**src/core/rtcc_pkg.sv**
```systemverilog
// constants, field layouts and carrier types for the rtc control/status registers
package rtcc_pkg;

  // ==========================================================================
  // register select codes
  localparam logic [1:0] REG_OSC_RATE = 2'h0;
  localparam logic [1:0] REG_MODE     = 2'h1;
  localparam logic [1:0] REG_FLAGS    = 2'h2;
  localparam logic [1:0] REG_BATTERY  = 2'h3;

  // ==========================================================================
  // field positions and values
  localparam int         UPD_PEND_BIT   = 7;
  localparam int         OSC_LSB        = 4;
  localparam int         RATE_LSB       = 0;
  localparam logic [2:0] OSC_RUN_CODE   = 3'h2;
  localparam logic [1:0] OSC_HOLD_TOP   = 2'h3;
  localparam logic [3:0] RATE_NONE      = 4'h0;
  localparam logic [3:0] RATE_CODE_1    = 4'h1;
  localparam logic [3:0] RATE_CODE_2    = 4'h2;
  localparam logic [3:0] TAP_CODE_1     = 4'h6;
  localparam logic [3:0] TAP_CODE_2     = 4'h7;
  localparam logic [3:0] TAP_SHIFT      = 4'h2;
  localparam int         ALARM_ANY_BIT  = 7;
  localparam logic [3:0] FLAGS_UNUSED   = 4'h0;
  localparam logic [6:0] BATT_UNUSED    = 7'h00;
  localparam logic [7:0] RDATA_RESET    = 8'h00;

  // ==========================================================================
  // timing
  localparam int unsigned CORE_HZ       = 100000000;
  localparam int unsigned TB_RATE_HZ    = 32768;
  localparam int          DIV_STAGES    = 15;
  localparam int unsigned PEND_LEAD_US  = 244;
  localparam int unsigned FIRST_UPD_MS  = 500;
  // least time: round up to whole divider ticks
  localparam int unsigned PEND_LEAD_TICKS = (PEND_LEAD_US * TB_RATE_HZ + 999999) / 1000000;
  localparam int unsigned FIRST_UPD_TICKS = (FIRST_UPD_MS * TB_RATE_HZ) / 1000;
  localparam logic [DIV_STAGES-1:0] DIV_PRESET =
    DIV_STAGES'((1 << DIV_STAGES) - FIRST_UPD_TICKS);
  localparam logic [DIV_STAGES-1:0] DIV_LAST   = DIV_STAGES'((1 << DIV_STAGES) - 1);
  localparam logic [DIV_STAGES-1:0] DIV_PEND_AT =
    DIV_STAGES'((1 << DIV_STAGES) - PEND_LEAD_TICKS - 1);

  // ==========================================================================
  // types
  typedef enum logic [1:0] {
    OSC_OFF     = 2'b00,
    OSC_HELD    = 2'b01,
    OSC_RUNNING = 2'b10
  } rtcc_osc_e;

  typedef struct packed {
    logic [2:0] osc;
    logic [3:0] rate;
  } rtcc_ctrl_a_s;

  typedef struct packed {
    logic set_freeze;
    logic periodic_irq_enable;
    logic alarm_irq_enable;
    logic update_done_irq_enable;
    logic square_wave_enable;
    logic binary_format_sel;
    logic hour_24_sel;
    logic daylight_saving_enable;
  } rtcc_mode_s;

  typedef struct packed {
    logic [7:0] hours;
    logic [7:0] minutes;
    logic [7:0] seconds;
  } rtcc_time_s;

endpackage

```
**src/core/rtcc_regs.sv**
```systemverilog
// control, status and flag registers of the real-time clock
// Functional notes
// update pending low guarantees 244us before transfer
// freeze write blocks transfer, clears pending bit
// oscillator: 010 run, 11x held, else off
// first update 500ms after run pattern
// rate code selects divider tap or none
// rate bits read/write, kept over pin reset
// user copy advances per second unless frozen
// freeze bit untouched by pin reset, hardware
// periodic enable gates flag onto interrupt
// alarm on hms match, top bit wildcard
// alarm enable gates alarm flag, reset clears
// update enable cleared by reset or freeze
// square wave toggles when enabled, else low
// format bit binary or bcd, reset-proof
// hour format bit 24h or 12h, reset-proof
// daylight saving spring jump 1:59:59 to 3:00
// daylight saving autumn 1:59:59 back to 1:00
// summary flag is or of gated flags
// periodic flag set on tap edge
// alarm flag set on match, read clears
// update done flag set every update
// unused flag and battery bits read zero
// battery bit read-only, shows cell state
// interrupt low while gated flag; read clears
// rate codes map to documented tap rates
// internal update runs every second while the oscillator runs, frozen or not
// battery bit comes from external input
module rtcc_regs
  import rtcc_pkg::*;
#(
  parameter int unsigned TB_INC = TB_RATE_HZ
) (
  input  wire logic       core_clk,
  input  wire logic       sys_rst,
  input  wire logic [1:0] reg_addr,
  input  wire logic       reg_wr,
  input  wire logic       reg_rd,
  input  wire logic [7:0] reg_wdata,
  output logic      [7:0] reg_rdata,
  input  wire logic       rst_pin_n,
  input  wire logic       battery_good_pin,
  input  rtcc_time_s      cur_time,
  input  rtcc_time_s      alarm_time,
  output logic            irq_n,
  output logic            square_wave_out,
  output logic            internal_update,
  output logic            user_copy_update,
  output logic            binary_format_sel,
  output logic            hour_24_sel,
  output logic            daylight_saving_enable
);

  // ==========================================================================
  // state
  logic [26:0]           tb_acc;
  logic [26:0]           next_tb_acc;
  logic [27:0]           tb_sum;
  logic [DIV_STAGES-1:0] div;
  logic [DIV_STAGES-1:0] next_div;
  logic                  tap_prev;
  logic                  next_tap_prev;
  rtcc_osc_e             osc_state;
  rtcc_osc_e             next_osc_state;
  logic                  update_pending_flag;
  logic                  next_update_pending_flag;
  rtcc_ctrl_a_s          ctrl_a;
  rtcc_ctrl_a_s          next_ctrl_a;
  rtcc_mode_s            mode;
  rtcc_mode_s            next_mode;
  logic                  periodic_flag;
  logic                  next_periodic_flag;
  logic                  alarm_flag;
  logic                  next_alarm_flag;
  logic                  update_done_flag;
  logic                  next_update_done_flag;
  logic                  next_irq_n;
  logic [7:0]            next_reg_rdata;
  logic                  next_square_wave_out;
  logic                  next_internal_update;
  logic                  next_user_copy_update;
  logic                  rst_s1;
  logic                  rst_s2;
  logic                  rst_s3;
  logic                  batt_s1;
  logic                  batt_s2;

  // ==========================================================================
  // decoded events
  logic       tick;
  logic       running;
  logic [3:0] tap_idx;
  logic       tap_now;
  logic       tap_event;
  logic       sec_tick;
  logic       alarm_match;
  logic [2:0] byte_match;
  logic       wr_a;
  logic       wr_b;
  logic       rd_c;
  logic       set_rise;
  logic       pin_rst;
  logic       pin_fall;
  logic       irq_summary_flag;

  assign running  = (osc_state == OSC_RUNNING);
  assign wr_a     = reg_wr && (reg_addr == REG_OSC_RATE);
  assign wr_b     = reg_wr && (reg_addr == REG_MODE);
  assign rd_c     = reg_rd && (reg_addr == REG_FLAGS);
  assign set_rise = wr_b && reg_wdata[7] && !mode.set_freeze;
  // pin edge is taken between the second and third stage only
  assign pin_rst  = !rst_s2;
  assign pin_fall = rst_s3 && !rst_s2;

  // rate code to divider stage; codes 1 and 2 repeat the rates of codes 8 and 9
  always_comb begin
    if (ctrl_a.rate == RATE_CODE_1) begin
      tap_idx = TAP_CODE_1;
    end else if (ctrl_a.rate == RATE_CODE_2) begin
      tap_idx = TAP_CODE_2;
    end else begin
      tap_idx = ctrl_a.rate - TAP_SHIFT;
    end
  end

  assign tap_now  = (ctrl_a.rate != RATE_NONE) && div[tap_idx];
  assign tap_event = running && tap_now && !tap_prev;
  assign sec_tick = tick && running && (div == DIV_LAST);

  // wildcard bytes match anything
  genvar gi;
  generate
    for (gi = 0; gi < 3; gi++) begin : g_alarm
      assign byte_match[gi] = alarm_time[gi*8+ALARM_ANY_BIT] ||
                              (alarm_time[gi*8 +: 8] == cur_time[gi*8 +: 8]);
    end
  endgenerate
  assign alarm_match = &byte_match;

  assign irq_summary_flag = (periodic_flag && mode.periodic_irq_enable) ||
                            (alarm_flag && mode.alarm_irq_enable) ||
                            (update_done_flag && mode.update_done_irq_enable);

  // ==========================================================================
  // time base, divider chain, update pending
  // fractional accumulator gives an exact average 32.768 khz from the core clock
  always_comb begin
    tb_sum      = {1'b0, tb_acc} + 28'(TB_INC);
    tick        = 1'b0;
    next_tb_acc = tb_acc;
    if (osc_state != OSC_OFF) begin
      if (tb_sum >= 28'(CORE_HZ)) begin
        tick        = 1'b1;
        next_tb_acc = 27'(tb_sum - 28'(CORE_HZ));
      end else begin
        next_tb_acc = tb_sum[26:0];
      end
    end
    case (ctrl_a.osc)
      OSC_RUN_CODE: next_osc_state = OSC_RUNNING;
      default: begin
        if (ctrl_a.osc[2:1] == OSC_HOLD_TOP) begin
          next_osc_state = OSC_HELD;
        end else begin
          next_osc_state = OSC_OFF;
        end
      end
    endcase
    // held at preset so the first wrap lands a half second after release
    next_div = DIV_PRESET;
    if (running) begin
      next_div = tick ? DIV_STAGES'(div + 1'b1) : div;
    end
    next_tap_prev = running ? tap_now : 1'b0;
    next_update_pending_flag = update_pending_flag;
    if (wr_b && reg_wdata[7]) begin
      next_update_pending_flag = 1'b0;
    end else if (sec_tick) begin
      next_update_pending_flag = 1'b0;
    end else if (tick && running && (div == DIV_PEND_AT) && !mode.set_freeze) begin
      next_update_pending_flag = 1'b1;
    end
  end

  always_ff @(posedge core_clk) begin
    if (sys_rst) begin
      tb_acc              <= '0;
      div                 <= DIV_PRESET;
      tap_prev            <= 1'b0;
      osc_state           <= OSC_OFF;
      update_pending_flag <= 1'b0;
    end else begin
      tb_acc              <= next_tb_acc;
      div                 <= next_div;
      tap_prev            <= next_tap_prev;
      osc_state           <= next_osc_state;
      update_pending_flag <= next_update_pending_flag;
    end
  end

  // ==========================================================================
  // control registers
  always_comb begin
    next_ctrl_a = ctrl_a;
    next_mode   = mode;
    if (wr_a) begin
      next_ctrl_a.osc  = reg_wdata[OSC_LSB +: 3];
      next_ctrl_a.rate = reg_wdata[RATE_LSB +: 4];
    end
    if (wr_b) begin
      next_mode = rtcc_mode_s'(reg_wdata);
    end
    if (set_rise) begin
      next_mode.update_done_irq_enable = 1'b0;
    end
    // pin reset wins over a write in the same cycle
    if (pin_rst) begin
      next_mode.periodic_irq_enable = 1'b0;
      next_mode.alarm_irq_enable    = 1'b0;
      next_mode.square_wave_enable  = 1'b0;
    end
    if (pin_fall) begin
      next_mode.update_done_irq_enable = 1'b0;
    end
  end

  always_ff @(posedge core_clk) begin
    if (sys_rst) begin
      ctrl_a <= '0;
      mode   <= '0;
    end else begin
      ctrl_a <= next_ctrl_a;
      mode   <= next_mode;
    end
  end

  // ==========================================================================
  // flags and interrupt
  // an event in the cycle of a flag read survives the read
  always_comb begin
    next_periodic_flag    = tap_event || (periodic_flag && !rd_c);
    next_alarm_flag       = (sec_tick && alarm_match) || (alarm_flag && !rd_c);
    next_update_done_flag = sec_tick || (update_done_flag && !rd_c);
    if (pin_rst) begin
      next_periodic_flag    = 1'b0;
      next_alarm_flag       = 1'b0;
      next_update_done_flag = 1'b0;
    end
    next_irq_n = !((next_periodic_flag && next_mode.periodic_irq_enable) ||
                   (next_alarm_flag && next_mode.alarm_irq_enable) ||
                   (next_update_done_flag && next_mode.update_done_irq_enable));
  end

  always_ff @(posedge core_clk) begin
    if (sys_rst) begin
      periodic_flag    <= 1'b0;
      alarm_flag       <= 1'b0;
      update_done_flag <= 1'b0;
      irq_n            <= 1'b1;
    end else begin
      periodic_flag    <= next_periodic_flag;
      alarm_flag       <= next_alarm_flag;
      update_done_flag <= next_update_done_flag;
      irq_n            <= next_irq_n;
    end
  end

  // ==========================================================================
  // read data and outputs
  always_comb begin
    next_reg_rdata = reg_rdata;
    if (reg_rd) begin
      if (reg_addr == REG_OSC_RATE) begin
        next_reg_rdata = {update_pending_flag, ctrl_a.osc, ctrl_a.rate};
      end else if (reg_addr == REG_MODE) begin
        next_reg_rdata = mode;
      end else if (reg_addr == REG_FLAGS) begin
        next_reg_rdata = {irq_summary_flag, periodic_flag, alarm_flag,
                          update_done_flag, FLAGS_UNUSED};
      end else begin
        next_reg_rdata = {batt_s2, BATT_UNUSED};
      end
    end
    next_square_wave_out  = mode.square_wave_enable && running && tap_now;
    next_internal_update  = sec_tick;
    // transfer only with pending shown, so a low pending bit always has the lead
    next_user_copy_update = sec_tick && !mode.set_freeze && update_pending_flag;
  end

  always_ff @(posedge core_clk) begin
    if (sys_rst) begin
      reg_rdata        <= RDATA_RESET;
      square_wave_out  <= 1'b0;
      internal_update  <= 1'b0;
      user_copy_update <= 1'b0;
    end else begin
      reg_rdata        <= next_reg_rdata;
      square_wave_out  <= next_square_wave_out;
      internal_update  <= next_internal_update;
      user_copy_update <= next_user_copy_update;
    end
  end

  // the counters outside apply format and daylight saving jumps
  assign binary_format_sel      = mode.binary_format_sel;
  assign hour_24_sel            = mode.hour_24_sel;
  assign daylight_saving_enable = mode.daylight_saving_enable;

  // ==========================================================================
  // pin synchronisers
  always_ff @(posedge core_clk) begin
    if (sys_rst) begin
      rst_s1  <= 1'b1;
      rst_s2  <= 1'b1;
      rst_s3  <= 1'b1;
      batt_s1 <= 1'b0;
      batt_s2 <= 1'b0;
    end else begin
      rst_s1  <= rst_pin_n;
      rst_s2  <= rst_s1;
      rst_s3  <= rst_s2;
      batt_s1 <= battery_good_pin;
      batt_s2 <= batt_s1;
    end
  end
endmodule

```
**config.mk**
```make
export PLATFORM = sky130hd
export DESIGN_NAME = rtcc_regs
export DESIGN_NICKNAME = d
export VERILOG_FILES = /design/src/core/rtcc_pkg.sv /design/src/core/rtcc_regs.sv
export SDC_FILE = /design/constraint.sdc
export NUM_CORES = 1
export LEC_CHECK = 0
export BUFFER_PORTS_ARGS = -buffer_cell sky130_fd_sc_hd__buf_2
export CORE_UTILIZATION = 55
export DETAILED_ROUTE_END_ITERATION = 16
export GPL_ROUTABILITY_DRIVEN = 0
export HOLD_SLACK_MARGIN = 0.05
export MAX_ROUTING_LAYER = met4
export PLACE_DENSITY = 0.79
export SYNTH_ARGS = -nofsm -noshare
export SYNTH_HDL_FRONTEND = slang
export SYNTH_SLANG_ARGS = --single-unit
```
**constraint.sdc**
```tcl
create_clock -name core_clk -period 2.93 [get_ports core_clk]
set_input_delay 0.586 -clock core_clk [delete_from_list [all_inputs] [get_ports core_clk]]
set_output_delay 0.586 -clock core_clk [all_outputs]
set_load 0.03 [all_outputs]
```
## Word-level counts from Yosys, hierarchy flattened

Index checks and enable logic that the tools add are counted.

- $add $sub $neg: 4
- Muxes and demuxes: 19
- Equality and inequality tests: 12
- Reduce and logical (&&, ||, !) cells: 50
- Bitwise gates (word level): 2
- Magnitude comparators: 2

Operators by type and width:

| cell | count |
|---|---|
| == test 15 bit (second input constant) | 2 |
| adder 27 x 16 -> 28 bit (second input constant) | 1 |
| >= comparator 28 x 27 -> 1 bit (second input constant) | 1 |
| logical AND 1 bit | 27 |
| two-way mux 27 bit | 1 |
| subtractor 27 bit (second input constant) | 1 |
| == test 8 bit | 3 |
| two-way mux 8 bit | 3 |
| adder 15 x 1 -> 15 bit (second input constant) | 1 |
| logical OR 1 bit | 10 |
| two-way mux 1 bit | 9 |
| two-way mux 4 bit | 2 |
| two-way mux 7 bit | 1 |
| == test 2 bit (second input constant) | 3 |
| OR reduction 2 bit | 3 |
| logical NOT 1 bit | 5 |
| < comparator 4 x 5 -> 1 bit (second input constant) | 1 |
| binary-select mux 1 bit (select 4 bit) | 1 |
| == test 4 x 1 -> 1 bit (second input constant) | 1 |
| == test 4 x 2 -> 1 bit (second input constant) | 1 |
| two-way mux 2 bit | 2 |
| nonzero test 4 bit | 1 |
| subtractor 4 x 2 -> 4 bit (second input constant) | 1 |
| == test 3 x 2 -> 1 bit (second input constant) | 1 |
| 6 further kinds | 7 |

- Flip-flop bits (word level): 81
- Bits of input ports: 64
- Output and inout bits: 15
- Word-level logic and storage cells: 118

## Depth between registers and ports, before layout

Gate-level depths: netlist of run 1.

- Word-level depth: 14
- Mapped depth: 13
- Depth with buffers taken out: 11

## Worst setup path before layout of run 1

No wires, ideal clock.

- Path type: register to register
- Start point: register tb_acc[16]
- End point: register tb_acc[21]
- Path buffers: 0
- Setup time: 0.121 ns
- Clock period less this slack: 2.578 ns
- Path slack: 0.352 ns
- Cell stages (with the launch flop): 11
- Required time: 2.809 ns
- Arrival: 2.457 ns
- Path through: dfxtp_1 ha_1 and4_1 nand4b_1 a31oi_1 nand2_2 o21ai_4 nand2_1 mux2i_1 o22ai_1 mux2_2

- Cells in the longest elaborated chain, start to end: 3
- Elaborated cells on any way between the ends: 4
- Classes of those cells: add/sub: 2; order compare: 1; mux: 1

RTL lines:

| item | line | text |
|---|---|---|
| start: declaration | rtcc_regs.sv:57 | `logic [26:0] tb_acc;` |
| start signal: assignment | rtcc_regs.sv:194 | `tb_acc <= next_tb_acc;` |
| adder 27 x 16 -> 28 bit * | rtcc_regs.sv:149 | `tb_sum = {1'b0, tb_acc} + 28'(TB_INC);` |
| subtractor 27 bit or >= comparator 28 x 27 -> 1 bit (tied branches) | rtcc_regs.sv:155, rtcc_regs.sv:153 |  |
| two-way mux 27 bit * | rtcc_regs.sv:153 | `if (tb_sum >= 28'(CORE_HZ)) begin` |

Mark *: on every way between the ends. The rest lies on a longest branch, timed or not.
A chain may end at the register's enable or synchronous reset.

## Worst setup path in the final report of run 1

- Start point: register tb_acc[15]
- End point: register irq_n

- Cells in the longest elaborated chain, start to end: 13
- Elaborated cells on any way between the ends: 16
- Classes of those cells: add/sub: 1; order compare: 1; mux: 4; reduce/logical: 10

RTL lines:

| item | line | text |
|---|---|---|
| adder 27 x 16 -> 28 bit * | rtcc_regs.sv:149 |  |
| >= comparator 28 x 27 -> 1 bit * | rtcc_regs.sv:153 |  |
| two-way mux 1 bit * | rtcc_regs.sv:153 |  |
| two-way mux 1 bit * | rtcc_regs.sv:152 | `if (osc_state != OSC_OFF) begin` |
| logical AND 1 bit * (2 in a row) | rtcc_regs.sv:129 | `assign sec_tick = tick && running && (div == DIV_LAST);` |
| logical AND 1 bit | rtcc_regs.sv:243 | `next_alarm_flag = (sec_tick && alarm_match) \|\| (alarm_flag && !rd_c);` |
| logical OR 1 bit | rtcc_regs.sv:243 |  |
| two-way mux 1 bit | rtcc_regs.sv:245 | `if (pin_rst) begin` |
| logical AND 1 bit | rtcc_regs.sv:251 | `(next_alarm_flag && next_mode.alarm_irq_enable) \|\|` |
| logical OR 1 bit | rtcc_regs.sv:250 | `next_irq_n = !((next_periodic_flag && next_mode.periodic_irq_enable) \|\|` |
| logical OR 1 bit * | rtcc_regs.sv:251 |  |
| logical NOT 1 bit * | rtcc_regs.sv:250 |  |
| end signal: assignment | rtcc_regs.sv:265 | `irq_n <= next_irq_n;` |
| end: declaration | rtcc_regs.sv:46 | `output logic irq_n,` |

Marks and branches as above.

==> metrics.sh, run 1 <==
GRT_MAX_DEGREE=31
HOLD_VIOL_FINAL=0
CRIT_FANOUT=10
DETAILEDROUTE.FIRSTITERATIONVIOLATIONS=322
FLOW.AREA_GROWTH_FROM_SYNTHESIS_PCT=17.48
RSZ0062_AT_GRT='no'
VIAS_IN_THE_FIRST_GLOBAL_ROUTE=3813
MIN_PATH_TYPE='flop to flop'
POWER_PER_STANDARD_CELL_AREA_nW_PER_UM2=406.3
FINAL_MAX_SLEW_VIOL_COUNT=0
SYNTH_EDF_COUNT=0
CLKTRANSATPATHREGS_PS=80
SYNTHESIS.INSTANCES=527
CELLLEAKAGEPOWER_nW=1.924
NFILLCELLS=613
ANTENNA_CELLS_INSERTED=0
TIMING.FMAX_GHz=0.3552
CLK_LATENCY_PS=360
SLEW_HEADROOM_PCT=68.80
FLOORPLAN.DIE.HEIGHT_UM=89.47
TIMING.FINAL.CRIT_PERIOD_PS=2816
STATUS='completed'
CTS_BUFFERS=9
CTSHTREEMAXLEVEL=3
INITIAL_UTILIZATION_PCT=57.40
FINAL_ANTENNA_NET_COUNT=0
TOTAL_POWER_mW=2.009
NUMBER_OF_SINKS_HANDLED_BY_CLOCK_TREE_SYNTHESIS=73
CP.ARRIVAL_PS=3100
POSTSYNTH.ASYNCRESETSHARE_PCT=0
DIE_OUTLINE_WIDTH_UM=89.47
VIAS=4079
BOUNDARYPINS=79
CLOCK_TREE.ROOT_CELL='sky130_fd_sc_hd__clkbuf_8'
CORE_AREA_SQ_UM=7331
WIRELENGTH_MM=10.43
SYNTHESIS.NETS=597
YOSYSUNIQUECELLTYPES=63
TIMING.SETUP.TNS_PS=0
REPORT.FINAL.SETUP_VIOL=0
WL_PER_CELL_UM=14.75
REQUIRED_TIME_WORST_ENDPOINT_PS=3210
WORST-SLEW-PIN-TRANSITION_PS=467.4
FIN_WORST_SKEW_PS=9.649
CTS_TREE='done'
CP-END-KIND='flop'
YS_FF_LATCH=73
SYNTH_AREA_PER_CELL_SQ_UM=7.984
DR.PASS1.ITERS=5
NUM_ROWS=31
WORST_IR_DROP_ON_VDD_uV=257.0
STARTPOINT_TYPE='flop'
CTS_MAX_PATH_BUFFERS=2
GLOBAL_ROUTE.OVERFLOW_TOTAL=0
POST_ROUTE_CELLS_DRIVE_ABOVE_1_SHARE_PCT=22.04
ROUTE.DETAILED.VIAS_PER_INST=5.769
DOMINANTREGCELLSYNTH='sky130_fd_sc_hd__dfxtp_1'
PART_OF_THE_YOSYS_AREA_USED_FOR_SEQUENTIAL_ELEMENTS_PCT=34.73
GRT_PASS1_WL_MM=16.46
PLACE.DETAILED.HPWL_MM=7.537
DIE-AREA_SQ_UM=8004
SYN-CELL-AREA_SQ_UM=4208
SYNTH-WARNING-COUNT=0
WORSTSETUPPATHTYPE='flop to flop'
FINAL_STAGE_NET_COUNT=673
MAXCAPVIOLATIONS=0
DRCVIOLATIONCOUNT=0
SHARE_OF_THE_CLOCK_PERIOD_USED_BY_THE_WORST_PATH_PCT=96.10
PORT-BUFFER-COUNT=78
GR_USAGE_TOTAL_PCT=27.61
GRT_ANTENNA_BEFORE_REPAIR=0
[layout make-up]
type,instances,area (sq um),area share (%)
Inverter,14,52.55,1.063
Clock buffer,10,137.6,2.784
Tap cell,99,123.9,2.506
Clock inverter,6,65.06,1.316
Sequential cell,73,1463,29.59
Multi-Input combinational cell,412,2599,52.57
Timing Repair Buffer,93,503.0,10.17
[layout by cell type, fill, tap and decap left out, types with 4 or more instances in the layout]
cell	instances
sky130_fd_sc_hd__mux2i_1	19
sky130_fd_sc_hd__and3_1	10
sky130_fd_sc_hd__a31oi_1	4
sky130_fd_sc_hd__or2_2	5
sky130_fd_sc_hd__buf_2	78
sky130_fd_sc_hd__a211oi_1	8
sky130_fd_sc_hd__nor3_1	14
sky130_fd_sc_hd__xor2_1	31
sky130_fd_sc_hd__ha_1	5
sky130_fd_sc_hd__o211ai_1	4
sky130_fd_sc_hd__nand4_1	5
sky130_fd_sc_hd__a21oi_1	39
sky130_fd_sc_hd__a22oi_1	4
sky130_fd_sc_hd__dfxtp_1	72
sky130_fd_sc_hd__clkbuf_8	10
sky130_fd_sc_hd__or3_1	5
sky130_fd_sc_hd__o21ai_0	26
sky130_fd_sc_hd__nand3_1	17
sky130_fd_sc_hd__inv_1	14
sky130_fd_sc_hd__nor2_1	78
sky130_fd_sc_hd__nor2b_1	10
sky130_fd_sc_hd__nand2_1	44
sky130_fd_sc_hd__buf_4	15
sky130_fd_sc_hd__xnor2_1	16
sky130_fd_sc_hd__nor4_1	8
[cells in the mapped netlist, drive strengths merged (12+ instances only)]
| master | number | area, sq um |
|---|---|---|
| nor3 | 17 | 95.09 |
| nor2 | 78 | 292.8 |
| a21oi | 39 | 195.2 |
| dfxtp | 73 | 1461 |
| xnor2 | 16 | 140.1 |
| inv | 14 | 52.55 |
| o21ai | 28 | 151.4 |
| xor2 | 31 | 271.5 |
| clkbuf | 16 | 60.06 |
| buf | 12 | 70.06 |
| mux2i | 19 | 190.2 |
| nand3 | 17 | 85.08 |
| nand2 | 45 | 171.4 |
[per-layer routing]
layer	vias up	track usage [%]	share of wire, %
met5	-	-	0
met3	32	5.817	7.2
li1	2003	-	-
met4	0	13.85	2.8
met1	1881	31.71	42
met2	163	45.59	48
[metrics by stage]
stage	cells	cell area (sq um)	hold slack (ps)	setup WS, ps	utilization, %
after floorplan	527	4208	389.5	352.0	-
after global placement	690	4697	396.3	125.1	64.07
after detailed placement	690	4697	397.2	-41.33	64.07
after CTS	707	4916	409.8	53.67	67.06
after global routing	707	4943	427.6	26.35	67.43
final	707	4943	410.5	114.3	67.43
[logic make-up (layout without fill, tap and decap cells)]
family / Yosys count / in the layout / share of synthesized area [%]
adder cells (fa/ha/maj): 6 / 6 / 1.784
buffers and inverters: 42 / 123 / 4.341
XOR/XNOR: 47 / 47 / 9.783
flip-flops: 73 / 73 / 34.73
AO/OA/AOI/OAI: 109 / 109 / 16.39
multiplexers: 22 / 22 / 5.323
AND/OR/NAND/NOR: 228 / 228 / 27.65
[sequential cells by signal (all words and copies together) (netlist names), 2 cells and up]
signal	cells
ctrl_a	7
div	15
mode	5
osc_state	2
reg_rdata	8
tb_acc	19
[worst max-delay path: stages, from the launching register on]
cell and delay [ps]:
sky130_fd_sc_hd__dfxtp_2 360, sky130_fd_sc_hd__ha_2 250, sky130_fd_sc_hd__buf_4 180, sky130_fd_sc_hd__or4bb_1 500
sky130_fd_sc_hd__a21oi_1 170, sky130_fd_sc_hd__o21ai_0 130, sky130_fd_sc_hd__o211ai_1 170, sky130_fd_sc_hd__o21ai_4 120
sky130_fd_sc_hd__buf_4 180, sky130_fd_sc_hd__and3_1 180, sky130_fd_sc_hd__a22oi_1 230, sky130_fd_sc_hd__nor3_1 80
sky130_fd_sc_hd__a211oi_1 190
[power breakdown]
| group | switching [mW] | total (mW) | leakage [nW] | internal [mW] |
|---|---|---|---|---|
| logic | 0.100 | 0.180 | 1.23 | 0.0805 |
| clock network | 0.389 | 0.808 | 0.103 | 0.419 |
| registers | 0.0142 | 1.02 | 0.591 | 1.01 |
| total | 0.504 | 2.01 | 1.92 | 1.50 |
[worst paths after layout]
path	to	startpoint	slack, ps	cells past startpoint
worst min register to register	rst_s2	rst_s1	410	1
worst min-delay path	rst_s2	rst_s1	410	1
worst max register to register	irq_n	tb_acc[15]	110	12
worst max-delay path	irq_n	tb_acc[15]	110	12
[repair_timing]
| item | CTS | global route |
|---|---|---|
| gates resized for setup | 2 | 6 |
| setup endpoints to repair | 7 | 18 |
| hold buffers | 0 | 0 |
| gates cloned | 0 | 0 |
| buffers inserted | 1 | 0 |
| pin swaps | 1 | 1 |
No activity file was read; power rests on OpenSTA's default activity.
==> run 2: changes to the inputs <==
ABC_AREA = 1   (was default)
clock period = 3.5 ns   (was 2.93 ns; I/O delays follow)
==> run 2 against run 1 <==
Compared with the run above: fmax is 7.1% higher; first-iteration DRC count is 13% lower; die area is 4.2% higher; clock-buffer cell count stayed put; cell count is 23% higher; highest routed layer unchanged.
==> metrics.sh, run 2 <==
STATUS='completed'
CLKTRANSATPATHREGS_PS=80
LAYOUT_TOP_REGISTERS='tb_acc x19, div x15, reg_rdata x8'
MIN_PATH_TYPE='flop to flop'
CP_COMMON_CELL='sky130_fd_sc_hd__nand2_1'
SYNTH_AREA_PER_CELL_SQ_UM=6.341
GRT_PASS1_WL_MM=17.92
FLOORPLAN.DIE.HEIGHT_UM=91.32
CTS_RESIZED=0
FINAL_STAGE_NET_COUNT=836
CP.ARRIVAL_PS=2880
DR.PASS1.ITERS=5
WIRELENGTH_MM=10.34
DIE_OUTLINE_WIDTH_UM=91.32
GR_USAGE_TOTAL_PCT=26.95
CLOCK_TREE.ROOT_CELL='sky130_fd_sc_hd__clkbuf_8'
TIMING.FINAL.CRIT_PERIOD_PS=2630
YS_FF_LATCH=73
PLACE.DETAILED.HPWL_MM=7.790
DETAILEDROUTE.FIRSTITERATIONVIOLATIONS=280
PART_OF_THE_YOSYS_AREA_USED_FOR_SEQUENTIAL_ELEMENTS_PCT=33.30
DIE-AREA_SQ_UM=8339
SYNTHESIS.NETS=762
FIN_WORST_SKEW_PS=13.96
NUMBER_OF_SINKS_HANDLED_BY_CLOCK_TREE_SYNTHESIS=73
POST_CTS_HOLD_BUFFER_COUNT=0
WHS_PS=416.5
CRIT_PATH_TOP_DELAY_CELL='sky130_fd_sc_hd__dfxtp_1'
INITIAL_UTILIZATION_PCT=56.78
GLOBAL_ROUTE.OVERFLOW_TOTAL=0
REPORT.FINAL.SETUP_VIOL=0
MOST_FREQUENT_CELLS_AFTER_SYNTHESIS='177 x sky130_fd_sc_hd__nand2_1, 109 x sky130_fd_sc_hd__inv_1, 73 x sky130_fd_sc_hd__dfxtp_1'
POWER_PER_STANDARD_CELL_AREA_nW_PER_UM2=343.8
NFILLCELLS=722
POST_ROUTE_CELLS_DRIVE_ABOVE_1_SHARE_PCT=15.06
SYNTH-WARNING-COUNT=0
SYNTH_MOST_COMMON_CELL='sky130_fd_sc_hd__nand2_1'
WORST_IR_DROP_ON_VDD_uV=267.0
SYNTH_TOP_AREA_CELL='sky130_fd_sc_hd__dfxtp_1'
CTS_MAX_PATH_BUFFERS=2
LARGEST_REG_FLOPS=19
RSZ0062_AT_GRT='no'
WORST-SLEW-PIN-TRANSITION_PS=784.3
CTS_TREE='done'
CTS_BUFFERS=9
CP-END-KIND='flop'
CRIT_CHAIN='ha_1, nand3_1, nor2_2, nand2_1, nand2_1, nand2_2, nor2_2, nand3_2, nand2_4, nand2_4, inv_2, nand2_1, nor2_1, a21oi_1'
STARTPOINT_TYPE='flop'
CRITPATHMAXSTAGEDELAY_PS=420
ROUTE.DETAILED.VIAS_PER_INST=5.276
MOST-COMMON-LAYOUT-CELLS='177 x sky130_fd_sc_hd__nand2_1, 109 x sky130_fd_sc_hd__inv_1, 78 x sky130_fd_sc_hd__buf_2'
REQUIRED_TIME_WORST_ENDPOINT_PS=3750
NETLIST_TOP_CELLS_AREA='sky130_fd_sc_hd__dfxtp_1 33%, sky130_fd_sc_hd__nand2_1 15%, sky130_fd_sc_hd__inv_1 9.3%, sky130_fd_sc_hd__a21oi_1 6.2%, sky130_fd_sc_hd__nor2_1 5.7%'
DRCVIOLATIONCOUNT=0
TIMING.SETUP.TNS_PS=0
TIMING.FMAX_GHz=0.3803
PORT-BUFFER-COUNT=78
VIAS=4601
POST-CTS-SETUP-BUFFERS=0
GRT_MAX_DEGREE=28
FINAL_MAX_SLEW_VIOL_COUNT=0
CELLLEAKAGEPOWER_nW=2.231
WL_PER_CELL_UM=11.86
DOMINANTREGCELLSYNTH='sky130_fd_sc_hd__dfxtp_1'
BOUNDARYPINS=79
ANTENNA_CELLS_INSERTED=0
SYNTH_TOP_AREA_SHARE_PCT=33.30
CRIT_FANOUT=23
NUM_ROWS=32
POSTSYNTH.ASYNCRESETSHARE_PCT=0
SLEW_HEADROOM_PCT=47.65
CLK_LATENCY_PS=360
SYNTH_EDF_COUNT=0
MAXCAPVIOLATIONS=0
SYN-CELL-AREA_SQ_UM=4388
CTSHTREEMAXLEVEL=3
CORE_AREA_SQ_UM=7727
YOSYSUNIQUECELLTYPES=38
LAYOUT.CELLS.MOST_COMMON='sky130_fd_sc_hd__nand2_1'
SHARE_OF_THE_CLOCK_PERIOD_USED_BY_THE_WORST_PATH_PCT=75.13
GRT_ANTENNA_BEFORE_REPAIR=0
FLOW.AREA_GROWTH_FROM_SYNTHESIS_PCT=13.74
VIAS_IN_THE_FIRST_GLOBAL_ROUTE=4206
MAX_FLOP_REGISTER='tb_acc'
WORSTSETUPPATHTYPE='flop to flop'
HOLD_VIOL_FINAL=0
FINAL_ANTENNA_NET_COUNT=0
SYNTHESIS.INSTANCES=692
==> run 2: layer usage <==
metal  track usage [%]  vias to the layer above  routed length [um]
met5                 -                        -                   0
met1             32.57                     2056                4763
met3             4.439                       29                 496
li1                  -                     2378                   -
met4             11.38                        0                 238
met2             44.51                      138                4844
==> run 2: cell type report <==
| class | instances | area [sq um] | area share, % |
|---|---|---|---|
| Clock buffer | 10 | 127.6 | 2.557 |
| Clock inverter | 5 | 56.30 | 1.128 |
| Inverter | 112 | 420.4 | 8.423 |
| Multi-Input combinational cell | 491 | 2400 | 48.08 |
| Sequential cell | 73 | 1461 | 29.28 |
| Tap cell | 102 | 127.6 | 2.557 |
| Timing Repair Buffer | 79 | 397.9 | 7.972 |
==> run 2: worst max-delay path: cells and delay by family (launching register included) <==
family                   cells  cell delay [ps]
AND/OR/NAND/NOR             11             1480
flip-flops                   1              420
buffers and inverters        1              300
adder cells (fa/ha/maj)      1              230
AO/OA/AOI/OAI                1               70
==> run 2: cell families (layout without fill, tap and decap cells) <==
group | Yosys count | count (layout) | share of synthesized area (%)
adder cells (fa/ha/maj) | 6 | 6 | 1.711
AO/OA/AOI/OAI | 122 | 122 | 15.20
flip-flops | 73 | 73 | 33.30
AND/OR/NAND/NOR | 347 | 347 | 34.59
buffers and inverters | 128 | 206 | 12.00
XOR/XNOR | 16 | 16 | 3.194
==> run 2: power by group <==
| part | leakage, nW | internal (mW) | switching (mW) |
|---|---|---|---|
| registers | 0.593 | 0.852 | 0.0164 |
| clock network | 0.0925 | 0.325 | 0.312 |
| logic | 1.55 | 0.0811 | 0.128 |
==> run 2: per-stage QoR <==
stage / util [%] / power, mW / cell area, sq um / setup slack [ps] / instances
floorplan: - / 1.021 / 4388 / 1531 / 692
global placement: 62.21 / 1.089 / 4807 / 1057 / 857
detailed placement: 62.21 / 1.095 / 4807 / 904.8 / 857
CTS: 64.59 / 1.724 / 4991 / 908.4 / 872
global route: 64.59 / 1.782 / 4991 / 545.9 / 872
finish: 64.59 / 1.716 / 4991 / 870.4 / 872
==> run 2: path summary, 6_finish.rpt <==
kind / start / depth (start not counted) / end / slack [ps]
setup / recovery: tb_acc[15] / 14 / div[8] / 870
hold / removal: rst_s3 / 1 / mode[4] / 420
setup reg to reg: tb_acc[15] / 14 / div[8] / 870
hold reg to reg: rst_s3 / 1 / mode[4] / 420
